**config.mk**
```make
export PLATFORM = sky130hd
export DESIGN_NAME = adcs_sequencer
export DESIGN_NICKNAME = d
export VERILOG_FILES = /design/src/rtl/adcs_sequencer.v
export VERILOG_INCLUDE_DIRS = /design/src /design/src/shared
export SDC_FILE = /design/constraint.sdc
export NUM_CORES = 1
export LEC_CHECK = 0
export BUFFER_PORTS_ARGS = -buffer_cell sky130_fd_sc_hd__buf_2
export CAP_MARGIN = 10
export CORE_ASPECT_RATIO = 1.2
export CORE_MARGIN = 1.5
export CORE_UTILIZATION = 30
export CTS_CLUSTER_DIAMETER = 100
export CTS_CLUSTER_SIZE = 40
export DETAILED_ROUTE_END_ITERATION = 10
export GPL_TIMING_DRIVEN = 0
export SKIP_LAST_GASP = 1
export SLEW_MARGIN = 20
export SYNTH_ARGS = -nofsm -noshare
export SYNTH_HDL_FRONTEND = slang
export SYNTH_SLANG_ARGS = --single-unit
export TNS_END_PERCENT = 20
```
**constraint.sdc**
```tcl
create_clock -name mclk -period 2.3 [get_ports mclk]
set_input_delay 0.46 -clock mclk [delete_from_list [all_inputs] [get_ports mclk]]
set_output_delay 0.46 -clock mclk [all_outputs]
set_load 0.05 [all_outputs]
```
**src/shared/adcs_consts.vh**
```
// Constants for the converter sequencer: offsets, fields, resets, timing
`ifndef ADCS_CONSTS_VH
`define ADCS_CONSTS_VH
// Register offsets (byte index on the plain register port)
`define ADCS_OFF_CTRL      3'h0
`define ADCS_OFF_RES_HI    3'h1
`define ADCS_OFF_RES_LO    3'h2
`define ADCS_OFF_IRQ_STAT  3'h3
`define ADCS_OFF_IRQ_MASK  3'h4
`define ADCS_OFF_PWR       3'h5
// Control register fields
`define ADCS_CTRL_SEL_LSB  4
`define ADCS_CTRL_SEL_MSB  7
`define ADCS_CTRL_MUX      3
`define ADCS_CTRL_DIFF     2
`define ADCS_CTRL_DIV      1
`define ADCS_CTRL_ACTIVE   0
// Reset values
`define ADCS_CTRL_RST      8'h00
`define ADCS_MASK_RST      2'h0
// Interrupt status bits
`define ADCS_IRQ_DONE      0
`define ADCS_IRQ_ABORT     1
// Timing in converter clocks
`define ADCS_SAMPLE_CYC    4'h3
`define ADCS_ZERO_CYC      4'h1
`define ADCS_CONV_CYC      4'hA
`define ADCS_LOAD_CYC      4'h1
`define ADCS_TOTAL_CYC     5'h0F
`define ADCS_DIV_SLOW      5'h10
`endif

```
**src/rtl/adcs_sequencer.v**
```verilog
// Converter sequencer: control register, prescaler, 15-cycle sequence, results
`timescale 1ns/1ns
`include "adcs_consts.vh"

// Summary of operation
// - Mode bit 0 selects single-ended, 1 selects differential conversion.
// - Prescaler bit 0 divides core clock by 1, bit 1 by 16.
// - Active bit clear keeps prescaler disabled and converter clock stopped.
// - Setting active bit starts clock and conversion with current control values.
// - Normal completion clears active bit and powers converter down.
// - Result registers hold value until next completed conversion or software write; no reset.
// - Software may write and read both result registers.
// - High holds result 9..2; low holds 1..0 in bits 7..6, rest zero.
// - Each conversion completes on the sixteenth converter clock after start.
// - Sample phase starts at first converter edge after start, lasts three clocks.
// - Phases: three sample, one auto-zero, ten convert, one load.
// - Completion loads the 10-bit result into both result registers together.
// - While active, writes to all control bits except active bit are ignored.
// - When idle, one write loads new fields and sets active bit.
// - Halt or idle mode powers converter down; conversion restarts, result invalid.
// - Mux-path bit 1 keeps selected channel routed to mux output always.
module adcs_sequencer #(
  parameter SEL_W = 4,
  parameter RES_W = 10
) (
  // Clock and reset
  input  wire             mclk,
  input  wire             rst_n,
  // Register port
  input  wire [2:0]       reg_addr,
  input  wire [7:0]       reg_wdata,
  input  wire             reg_wr,
  input  wire             reg_rd,
  output reg  [7:0]       reg_rdata,
  // Power-save request from the core
  input  wire             power_save,
  // Converter clock and power
  output wire             conv_clk_en,
  output wire             conv_clk_tick,
  output wire             conv_power,
  // Sequence phases
  output wire             sample_on,
  output wire             auto_zero,
  output wire             bit_phase,
  output wire [3:0]       bit_index,
  // Channel selection
  output wire             diff_mode_sel,
  output wire [SEL_W-1:0] input_select,
  output wire             mux_out_en,
  output wire             chan_route_en,
  // Trial word and comparator
  output reg  [RES_W-1:0] sar_trial,
  input  wire             cmp_in,
  // Interrupt
  output wire             irq
);

  localparam ST_IDLE   = 3'h0;
  localparam ST_SAMPLE = 3'h1;
  localparam ST_ZERO   = 3'h2;
  localparam ST_CONV   = 3'h3;
  localparam ST_LOAD   = 3'h4;

  reg  [7:0]       ctrl_r;
  reg  [7:0]       ctrl_nxt;
  reg  [2:0]       state_r;
  reg  [2:0]       state_nxt;
  reg  [3:0]       phase_cnt_r;
  reg  [3:0]       phase_cnt_nxt;
  reg  [4:0]       div_cnt_r;
  reg  [7:0]       res_hi_r;
  reg  [1:0]       res_lo_r;
  reg  [RES_W-1:0] sar_nxt;
  reg  [1:0]       irq_stat_r;
  reg  [1:0]       irq_mask_r;
  reg  [4:0]       div_cnt_nxt;
  reg  [7:0]       res_hi_nxt;
  reg  [1:0]       res_lo_nxt;
  reg  [1:0]       irq_stat_nxt;
  reg  [1:0]       irq_mask_nxt;
  reg  [7:0]       rdata_nxt;
  reg              ph_sample;
  reg              ph_zero;
  reg              ph_conv;
  wire [RES_W-1:0] trial_bit;
  wire [RES_W-1:0] next_bit;
  wire             sel_ctrl;
  wire             sel_res_hi;
  wire             sel_res_lo;
  wire             sel_stat;
  wire             sel_mask;
  wire             sel_state;
  wire             stat_clr;
  wire [1:0]       stat_set;
  reg              ps_s1_r;
  reg              ps_s2_r;
  reg              ps_d_r;
  wire             active;
  wire             tick;
  wire             done;
  wire             ps_exit;
  wire             wr_ctrl;
  wire [4:0]       div_val;

  assign active = ctrl_r[`ADCS_CTRL_ACTIVE];
  assign div_val = ctrl_r[`ADCS_CTRL_DIV] ? `ADCS_DIV_SLOW : 5'h01;
  // Converter clock tick; prescaler held while idle or in power save
  assign tick = active && !ps_s2_r && (div_cnt_r == div_val - 5'h01);
  assign done = tick && (state_r == ST_LOAD);
  assign ps_exit = ps_d_r && !ps_s2_r;
  // Register address decode
  assign sel_ctrl   = reg_addr == `ADCS_OFF_CTRL;
  assign sel_res_hi = reg_addr == `ADCS_OFF_RES_HI;
  assign sel_res_lo = reg_addr == `ADCS_OFF_RES_LO;
  assign sel_stat   = reg_addr == `ADCS_OFF_IRQ_STAT;
  assign sel_mask   = reg_addr == `ADCS_OFF_IRQ_MASK;
  assign sel_state  = reg_addr == `ADCS_OFF_PWR;
  assign wr_ctrl    = reg_wr && sel_ctrl;
  // Read clear and event sets for the status bits
  assign stat_clr   = reg_rd && sel_stat;
  assign stat_set   = {ps_exit && active, done};
  // Trial bit under test and the one tried next
  assign trial_bit  = {{(RES_W-1){1'b0}}, 1'b1} << (phase_cnt_r - 4'h1);
  assign next_bit   = trial_bit >> 1;

  // Two-flop synchroniser for the power-save request
  always @(posedge mclk) begin
    if (!rst_n) begin
      ps_s1_r  <= 1'b0;
      ps_s2_r  <= 1'b0;
      ps_d_r   <= 1'b0;
    end else begin
      ps_s1_r  <= power_save;
      ps_s2_r  <= ps_s1_r;
      ps_d_r   <= ps_s2_r;
    end
  end

  // Prescaler counter next value
  always @* begin
    div_cnt_nxt = div_cnt_r + 5'h01;
    if (!active || ps_s2_r) begin
      div_cnt_nxt = 5'h00;
    end else if (tick) begin
      div_cnt_nxt = 5'h00;
    end
  end

  // Prescaler counter
  always @(posedge mclk) begin
    if (!rst_n) begin
      div_cnt_r <= 5'h00;
    end else begin
      div_cnt_r <= div_cnt_nxt;
    end
  end

  // Control register next value
  always @* begin
    ctrl_nxt = ctrl_r;
    if (wr_ctrl) begin
      if (active) begin
        ctrl_nxt[`ADCS_CTRL_ACTIVE] = reg_wdata[`ADCS_CTRL_ACTIVE];
      end else begin
        ctrl_nxt = reg_wdata;
      end
    end else if (done) begin
      ctrl_nxt[`ADCS_CTRL_ACTIVE] = 1'b0;
    end
  end

  // Sequencer
  always @* begin
    state_nxt = state_r;
    phase_cnt_nxt = phase_cnt_r;
    sar_nxt = sar_trial;
    if (!active || ps_s2_r) begin
      // Power down restarts from sample phase if active, else returns to idle
      state_nxt = active ? ST_SAMPLE : ST_IDLE;
      phase_cnt_nxt = `ADCS_SAMPLE_CYC;
      sar_nxt = {1'b1, {(RES_W-1){1'b0}}};
    end else if (tick) begin
      phase_cnt_nxt = phase_cnt_r - 4'h1;
      case (state_r)
        ST_IDLE: begin
          state_nxt = ST_SAMPLE;
          phase_cnt_nxt = `ADCS_SAMPLE_CYC;
        end
        ST_SAMPLE: begin
          if (phase_cnt_r == 4'h1) begin
            state_nxt = ST_ZERO;
            phase_cnt_nxt = `ADCS_ZERO_CYC;
          end
        end
        ST_ZERO: begin
          state_nxt = ST_CONV;
          phase_cnt_nxt = `ADCS_CONV_CYC;
        end
        ST_CONV: begin
          // Comparator sits in the converter macro on mclk; no synchroniser
          if (!cmp_in) begin
            sar_nxt = sar_trial & ~trial_bit;
          end
          if (phase_cnt_r != 4'h1) begin
            sar_nxt = sar_nxt | next_bit;
          end else begin
            state_nxt = ST_LOAD;
            phase_cnt_nxt = `ADCS_LOAD_CYC;
          end
        end
        ST_LOAD: begin
          state_nxt = ST_IDLE;
          phase_cnt_nxt = `ADCS_SAMPLE_CYC;
        end
        default: begin
          state_nxt = ST_IDLE;
        end
      endcase
    end
  end

  // Control register
  always @(posedge mclk) begin
    if (!rst_n) begin
      ctrl_r <= `ADCS_CTRL_RST;
    end else begin
      ctrl_r <= ctrl_nxt;
    end
  end

  // Sequencer state
  always @(posedge mclk) begin
    if (!rst_n) begin
      state_r <= ST_IDLE;
    end else begin
      state_r <= state_nxt;
    end
  end

  // Phase down-counter
  always @(posedge mclk) begin
    if (!rst_n) begin
      phase_cnt_r <= `ADCS_SAMPLE_CYC;
    end else begin
      phase_cnt_r <= phase_cnt_nxt;
    end
  end

  // Trial word
  always @(posedge mclk) begin
    if (!rst_n) begin
      sar_trial <= {RES_W{1'b0}};
    end else begin
      sar_trial <= sar_nxt;
    end
  end

  // Result next values; hardware load beats a software write
  always @* begin
    res_hi_nxt = res_hi_r;
    res_lo_nxt = res_lo_r;
    if (done) begin
      res_hi_nxt = sar_trial[RES_W-1:RES_W-8];
      res_lo_nxt = sar_trial[1:0];
    end else if (reg_wr) begin
      if (sel_res_hi) begin
        res_hi_nxt = reg_wdata;
      end
      if (sel_res_lo) begin
        res_lo_nxt = reg_wdata[7:6];
      end
    end
  end

  // Result registers, not reset
  always @(posedge mclk) begin
    res_hi_r <= res_hi_nxt;
    res_lo_r <= res_lo_nxt;
  end

  // Interrupt status and mask next values; set wins over read clear
  always @* begin
    irq_stat_nxt = irq_stat_r;
    irq_mask_nxt = irq_mask_r;
    if (stat_clr) begin
      irq_stat_nxt = 2'h0;
    end
    irq_stat_nxt = irq_stat_nxt | stat_set;
    if (reg_wr && sel_mask) begin
      irq_mask_nxt = reg_wdata[1:0];
    end
  end

  // Interrupt status and mask
  always @(posedge mclk) begin
    if (!rst_n) begin
      irq_stat_r <= 2'h0;
      irq_mask_r <= `ADCS_MASK_RST;
    end else begin
      irq_stat_r <= irq_stat_nxt;
      irq_mask_r <= irq_mask_nxt;
    end
  end

  // Read data select
  always @* begin
    rdata_nxt = 8'h00;
    if (reg_rd) begin
      if (sel_ctrl) begin
        rdata_nxt = ctrl_r;
      end
      if (sel_res_hi) begin
        rdata_nxt = res_hi_r;
      end
      if (sel_res_lo) begin
        rdata_nxt = {res_lo_r, 6'h00};
      end
      if (sel_stat) begin
        rdata_nxt = {6'h00, irq_stat_r};
      end
      if (sel_mask) begin
        rdata_nxt = {6'h00, irq_mask_r};
      end
      if (sel_state) begin
        rdata_nxt = {5'h00, state_r};
      end
    end
  end

  // Read data, one cycle after the strobe
  always @(posedge mclk) begin
    if (!rst_n) begin
      reg_rdata <= 8'h00;
    end else begin
      reg_rdata <= rdata_nxt;
    end
  end

  // Phase decode
  always @* begin
    ph_sample = 1'b0;
    ph_zero = 1'b0;
    ph_conv = 1'b0;
    case (state_r)
      ST_SAMPLE: begin
        ph_sample = 1'b1;
      end
      ST_ZERO: begin
        ph_zero = 1'b1;
      end
      ST_CONV: begin
        ph_conv = 1'b1;
      end
      default: begin
      end
    endcase
  end

  assign irq = |(irq_stat_r & irq_mask_r);
  assign conv_clk_en = active && !ps_s2_r;
  assign conv_clk_tick = tick;
  assign conv_power = active && !ps_s2_r;
  assign sample_on = ph_sample && conv_power;
  assign auto_zero = ph_zero;
  assign bit_phase = ph_conv;
  assign bit_index = phase_cnt_r;
  assign diff_mode_sel = ctrl_r[`ADCS_CTRL_DIFF];
  assign input_select = ctrl_r[`ADCS_CTRL_SEL_MSB:`ADCS_CTRL_SEL_LSB];
  assign mux_out_en = ctrl_r[`ADCS_CTRL_MUX];
  assign chan_route_en = mux_out_en || conv_power;

endmodule // adcs_sequencer

```
==> metrics list <==
- The run finished with clean final reports.
- Hold buffer count at cts: 0
- Standard-cell row count: 38
- Syn nets: 319
- CTS placed an instance of sky130_fd_sc_hd__clkbuf_8 at the clock tree root.
* Post-Route WL: 7.11 mm
* Biggest fanout along the worst timing path: 10
* Core Region: 9130 µm²
- Counting every instance in the synthesized netlist gives 295.
- Power per Cell Area: 532 nW/µm²
- The H-tree was split into 2 levels.
- Relative to the synthesized area, the layout overhead comes to 19.8%.
- Total standard cell area after synthesis: 2850 µm²
- Final Max Tran Viols: 0
- After layout, the worst path uses 98.6% of the clock period.
- Ranking of synthesized cells by area: sky130_fd_sc_hd__dfxtp_1, sky130_fd_sc_hd__edfxtp_1, sky130_fd_sc_hd__mux2i_1
- 1st-pass router iterations: 4
- Yosys warning total: 0
* Placement Setup Slack: -136 ps
- At the end of the flow, the number of nets in the layout was 375.
- Data on the critical path arrives at its endpoint at 1810 ps.
- Hold depth: 2
* Cell type with the largest total area after synthesis: sky130_fd_sc_hd__dfxtp_1
- Final antenna diode count: 0
- Once placement finished, the instance area stood at 3260 µm².
- Once detailed placement completed, the half-perimeter wirelength came to 5.35 mm.
- Type of origin of the critical path: flop
* Vias in the first global route: 2,205
- For the worst-skew pair, the clock arrives at the later sink with an insertion delay of 320 ps.
- Sequential element share of the synthesized area: 42.1%
- Full die area: 10,100 µm²
- In the synthesized netlist the dominant register cell turns out to be sky130_fd_sc_hd__dfxtp_1.
- The most critical setup path has its startpoint at div_cnt_r[4].
- Avg Cell Area, Syn: 9.67 µm²
- Synth top cells by count: sky130_fd_sc_hd__dfxtp_1, sky130_fd_sc_hd__nand2_1, sky130_fd_sc_hd__mux2i_1
- For this run, design rule violations remaining after detail routing come to 0.
* Depth of the most critical reg-to-reg path: 6
- Dividing the detail-routed via count by the number of cells gives 4.97.
* Count of distinct cell types in the synthesized netlist: 52
- Endpoint required time on the critical path: 1840 ps
- Yosys instantiated no cell more often than sky130_fd_sc_hd__dfxtp_1.
- Avg WL per Cell: 15.1 µm
* Path type of the worst setup path: reg -> out
* Die outline height: 110 µm
* Post-CTS Setup Repair Bufs: 0
- The congestion estimate from routability-driven global placement came to 0.844.
* R2R Path Start: bit_index[1]
- Starting utilization of the core area: 31.3%
* Antenna Violating Nets Remaining: 0
- Share of cells above drive strength 1: 28.1%
- Post-CTS clock slew at the launch and capture registers of the worst setup and hold paths: 110 ps
* Start point of the worst min-delay path: power_save
- Antenna violations before repair: 0
- Drt initial violations: 143
- Across the VDD grid, the largest voltage drop is 199 µV.
- Number of endpoints failing setup at the final stage: 0
- For the final database, setup skew stands at 8.81 ps.
* Die width: 92.0 µm
- Number of ports placed on the die boundary: 53
- The tool flagged a number of max-cap violations equal to 0.
- Across all layers, the routed design uses 2,348 vias.
- Termination of the worst setup path: conv_clk_tick
- GR Util All Layers: 14.2%
- For this design the static power due to leakage is 1.37 nW.
- Reg2reg setup slack: 90 ps
- CTS saw 55 sinks.
- Worst Slack Setup Final: 32.4 ps
- Setup repair after global routing missed its margin: yes
- At the pin with the least slew margin, the transition time is 771 ps.
- The share of synthesized area in the top cell type comes to 31.6%.
* Maximum clock rate: 441 MHz
* Final worst path period need: 2270 ps
- The worst setup path is captured at an output port.
- In this run, synthesis produced a sequential element count of 55.
- Entering global routing, the biggest net connects 19 pins.
- Of all flip-flops after synthesis, the portion carrying an async set or reset was 0%.
* Clock tree from TritonCTS: built
- The worst register-to-register path ends at sar_trial[8].
- Total congestion overflow after global routing: 0
* Max Buffers Root-to-Sink: 2
- Min-Delay Path Class: in -> reg
* Cell area after layout: 3420 µm²
- The hold violation total from the final report was 0.
- Clock buffer count from CTS: 5
- During placement, the flow inserted port buffers numbering 49.
- Global-route wire length before repair: 11.2 mm
* Max-slew headroom at the worst pin: 48.2%
* Post-synth EDFFs: 10
-- per-layer routing --
layer	GRT usage [%]	up-vias	share of wire [%]
met5	0	-	0
met4	5.71	0	1.5
met3	2.42	12	3.2
met2	25.5	57	51
met1	16.8	1110	45
li1	-	1169	-
-- through the flow --
step / hold WS (ps) / TNS, ps / power, mW / utilization (%) / cells
after detailed placement: 418 / -136 / 1.17 / 35.7 / 464
after global routing: 360 / -79.4 / 1.88 / 37.4 / 472
after floorplan: 412 / -136 / 1.12 / - / 295
after global placement: 419 / -954 / 1.16 / 35.6 / 464
final: 351 / 0 / 1.82 / 37.4 / 472
after CTS: 351 / -128 / 1.83 / 37.1 / 472
-- critical path: stages, from the launching register on --
cell	delay, ps
sky130_fd_sc_hd__dfxtp_1	360
sky130_fd_sc_hd__nor4_4	330
sky130_fd_sc_hd__a2bb2oi_2	110
sky130_fd_sc_hd__clkbuf_4	200
sky130_fd_sc_hd__buf_4	190
sky130_fd_sc_hd__nor2_2	120
sky130_fd_sc_hd__buf_6	170
-- flip-flops by register name, summed over array words and instances, names as in the netlist --
signal      cells
sar_trial      10
ctrl_r          8
reg_rdata       8
res_hi_r        8
div_cnt_r       5
bit_index       4
state_r         3
irq_mask_r      2
irq_stat_r      2
res_lo_r        2
ps_d_r          1
ps_s1_r         1
ps_s2_r         1
-- cell type report --
type	instances	area (µm²)
Sequential cell	55	1200
Timing Repair Buffer	49	251
Tap cell	120	150
Multi-Input combinational cell	210	1520
Inverter	5	18.8
Clock inverter	3	47.5
Buffer	25	153
Fill cell	928	5710
Clock buffer	5	68.8
-- repair_timing --
item / CTS / global route
setup endpoints to repair: 2 / 4
gates resized for setup: 1 / 11
cloned: 0 / 0
pin swaps: 0 / 1
-- how the worst min path moves through the flow --
stage          endpoint  slack, ps
2_1_floorplan   ps_s2_r        410
3_3_place_gp    ps_s2_r        420
3_5_place_dp    ps_s2_r        420
4_1_cts         ps_s1_r        350
5_1_grt         ps_s1_r        360
6_report        ps_s1_r        350
-- layout by cell type (no fill, tap or decap), types with 5 or more instances in the layout --
| cell type | n |
|---|---|
| sky130_fd_sc_hd__inv_1 | 5 |
| sky130_fd_sc_hd__edfxtp_1 | 10 |
| sky130_fd_sc_hd__clkbuf_1 | 9 |
| sky130_fd_sc_hd__o21ai_0 | 18 |
| sky130_fd_sc_hd__nand2_1 | 20 |
| sky130_fd_sc_hd__mux2_4 | 6 |
| sky130_fd_sc_hd__clkbuf_8 | 5 |
| sky130_fd_sc_hd__dfxtp_1 | 43 |
| sky130_fd_sc_hd__nand4_1 | 8 |
| sky130_fd_sc_hd__mux2i_1 | 19 |
| sky130_fd_sc_hd__nor2_1 | 16 |
| sky130_fd_sc_hd__a21oi_1 | 13 |
| sky130_fd_sc_hd__nor2b_1 | 12 |
| sky130_fd_sc_hd__buf_2 | 53 |
| sky130_fd_sc_hd__nand3_1 | 14 |
| sky130_fd_sc_hd__nor3_1 | 15 |
| sky130_fd_sc_hd__buf_4 | 7 |
| sky130_fd_sc_hd__ha_1 | 7 |
-- kinds of logic (layout without fill, tap and decap cells) --
group,Yosys count,after routing,synth area share [%]
and+or+nand+nor,119,119,24.6
DFF,55,55,42.1
AOI/OAI and AO/OA,50,50,11.4
buffers and inverters,30,87,5.83
muxes,29,29,11.4
adders and majority gates,7,7,3.07
xor gates and xnor gates,5,5,1.54
-- power by group --
part,switching (mW),internal (mW)
Sequential,0.00831,0.994
Clock,0.343,0.331
Combinational,0.0879,0.0546
Total,0.440,1.38
Note: power is estimated with default switching activity, not from simulation.
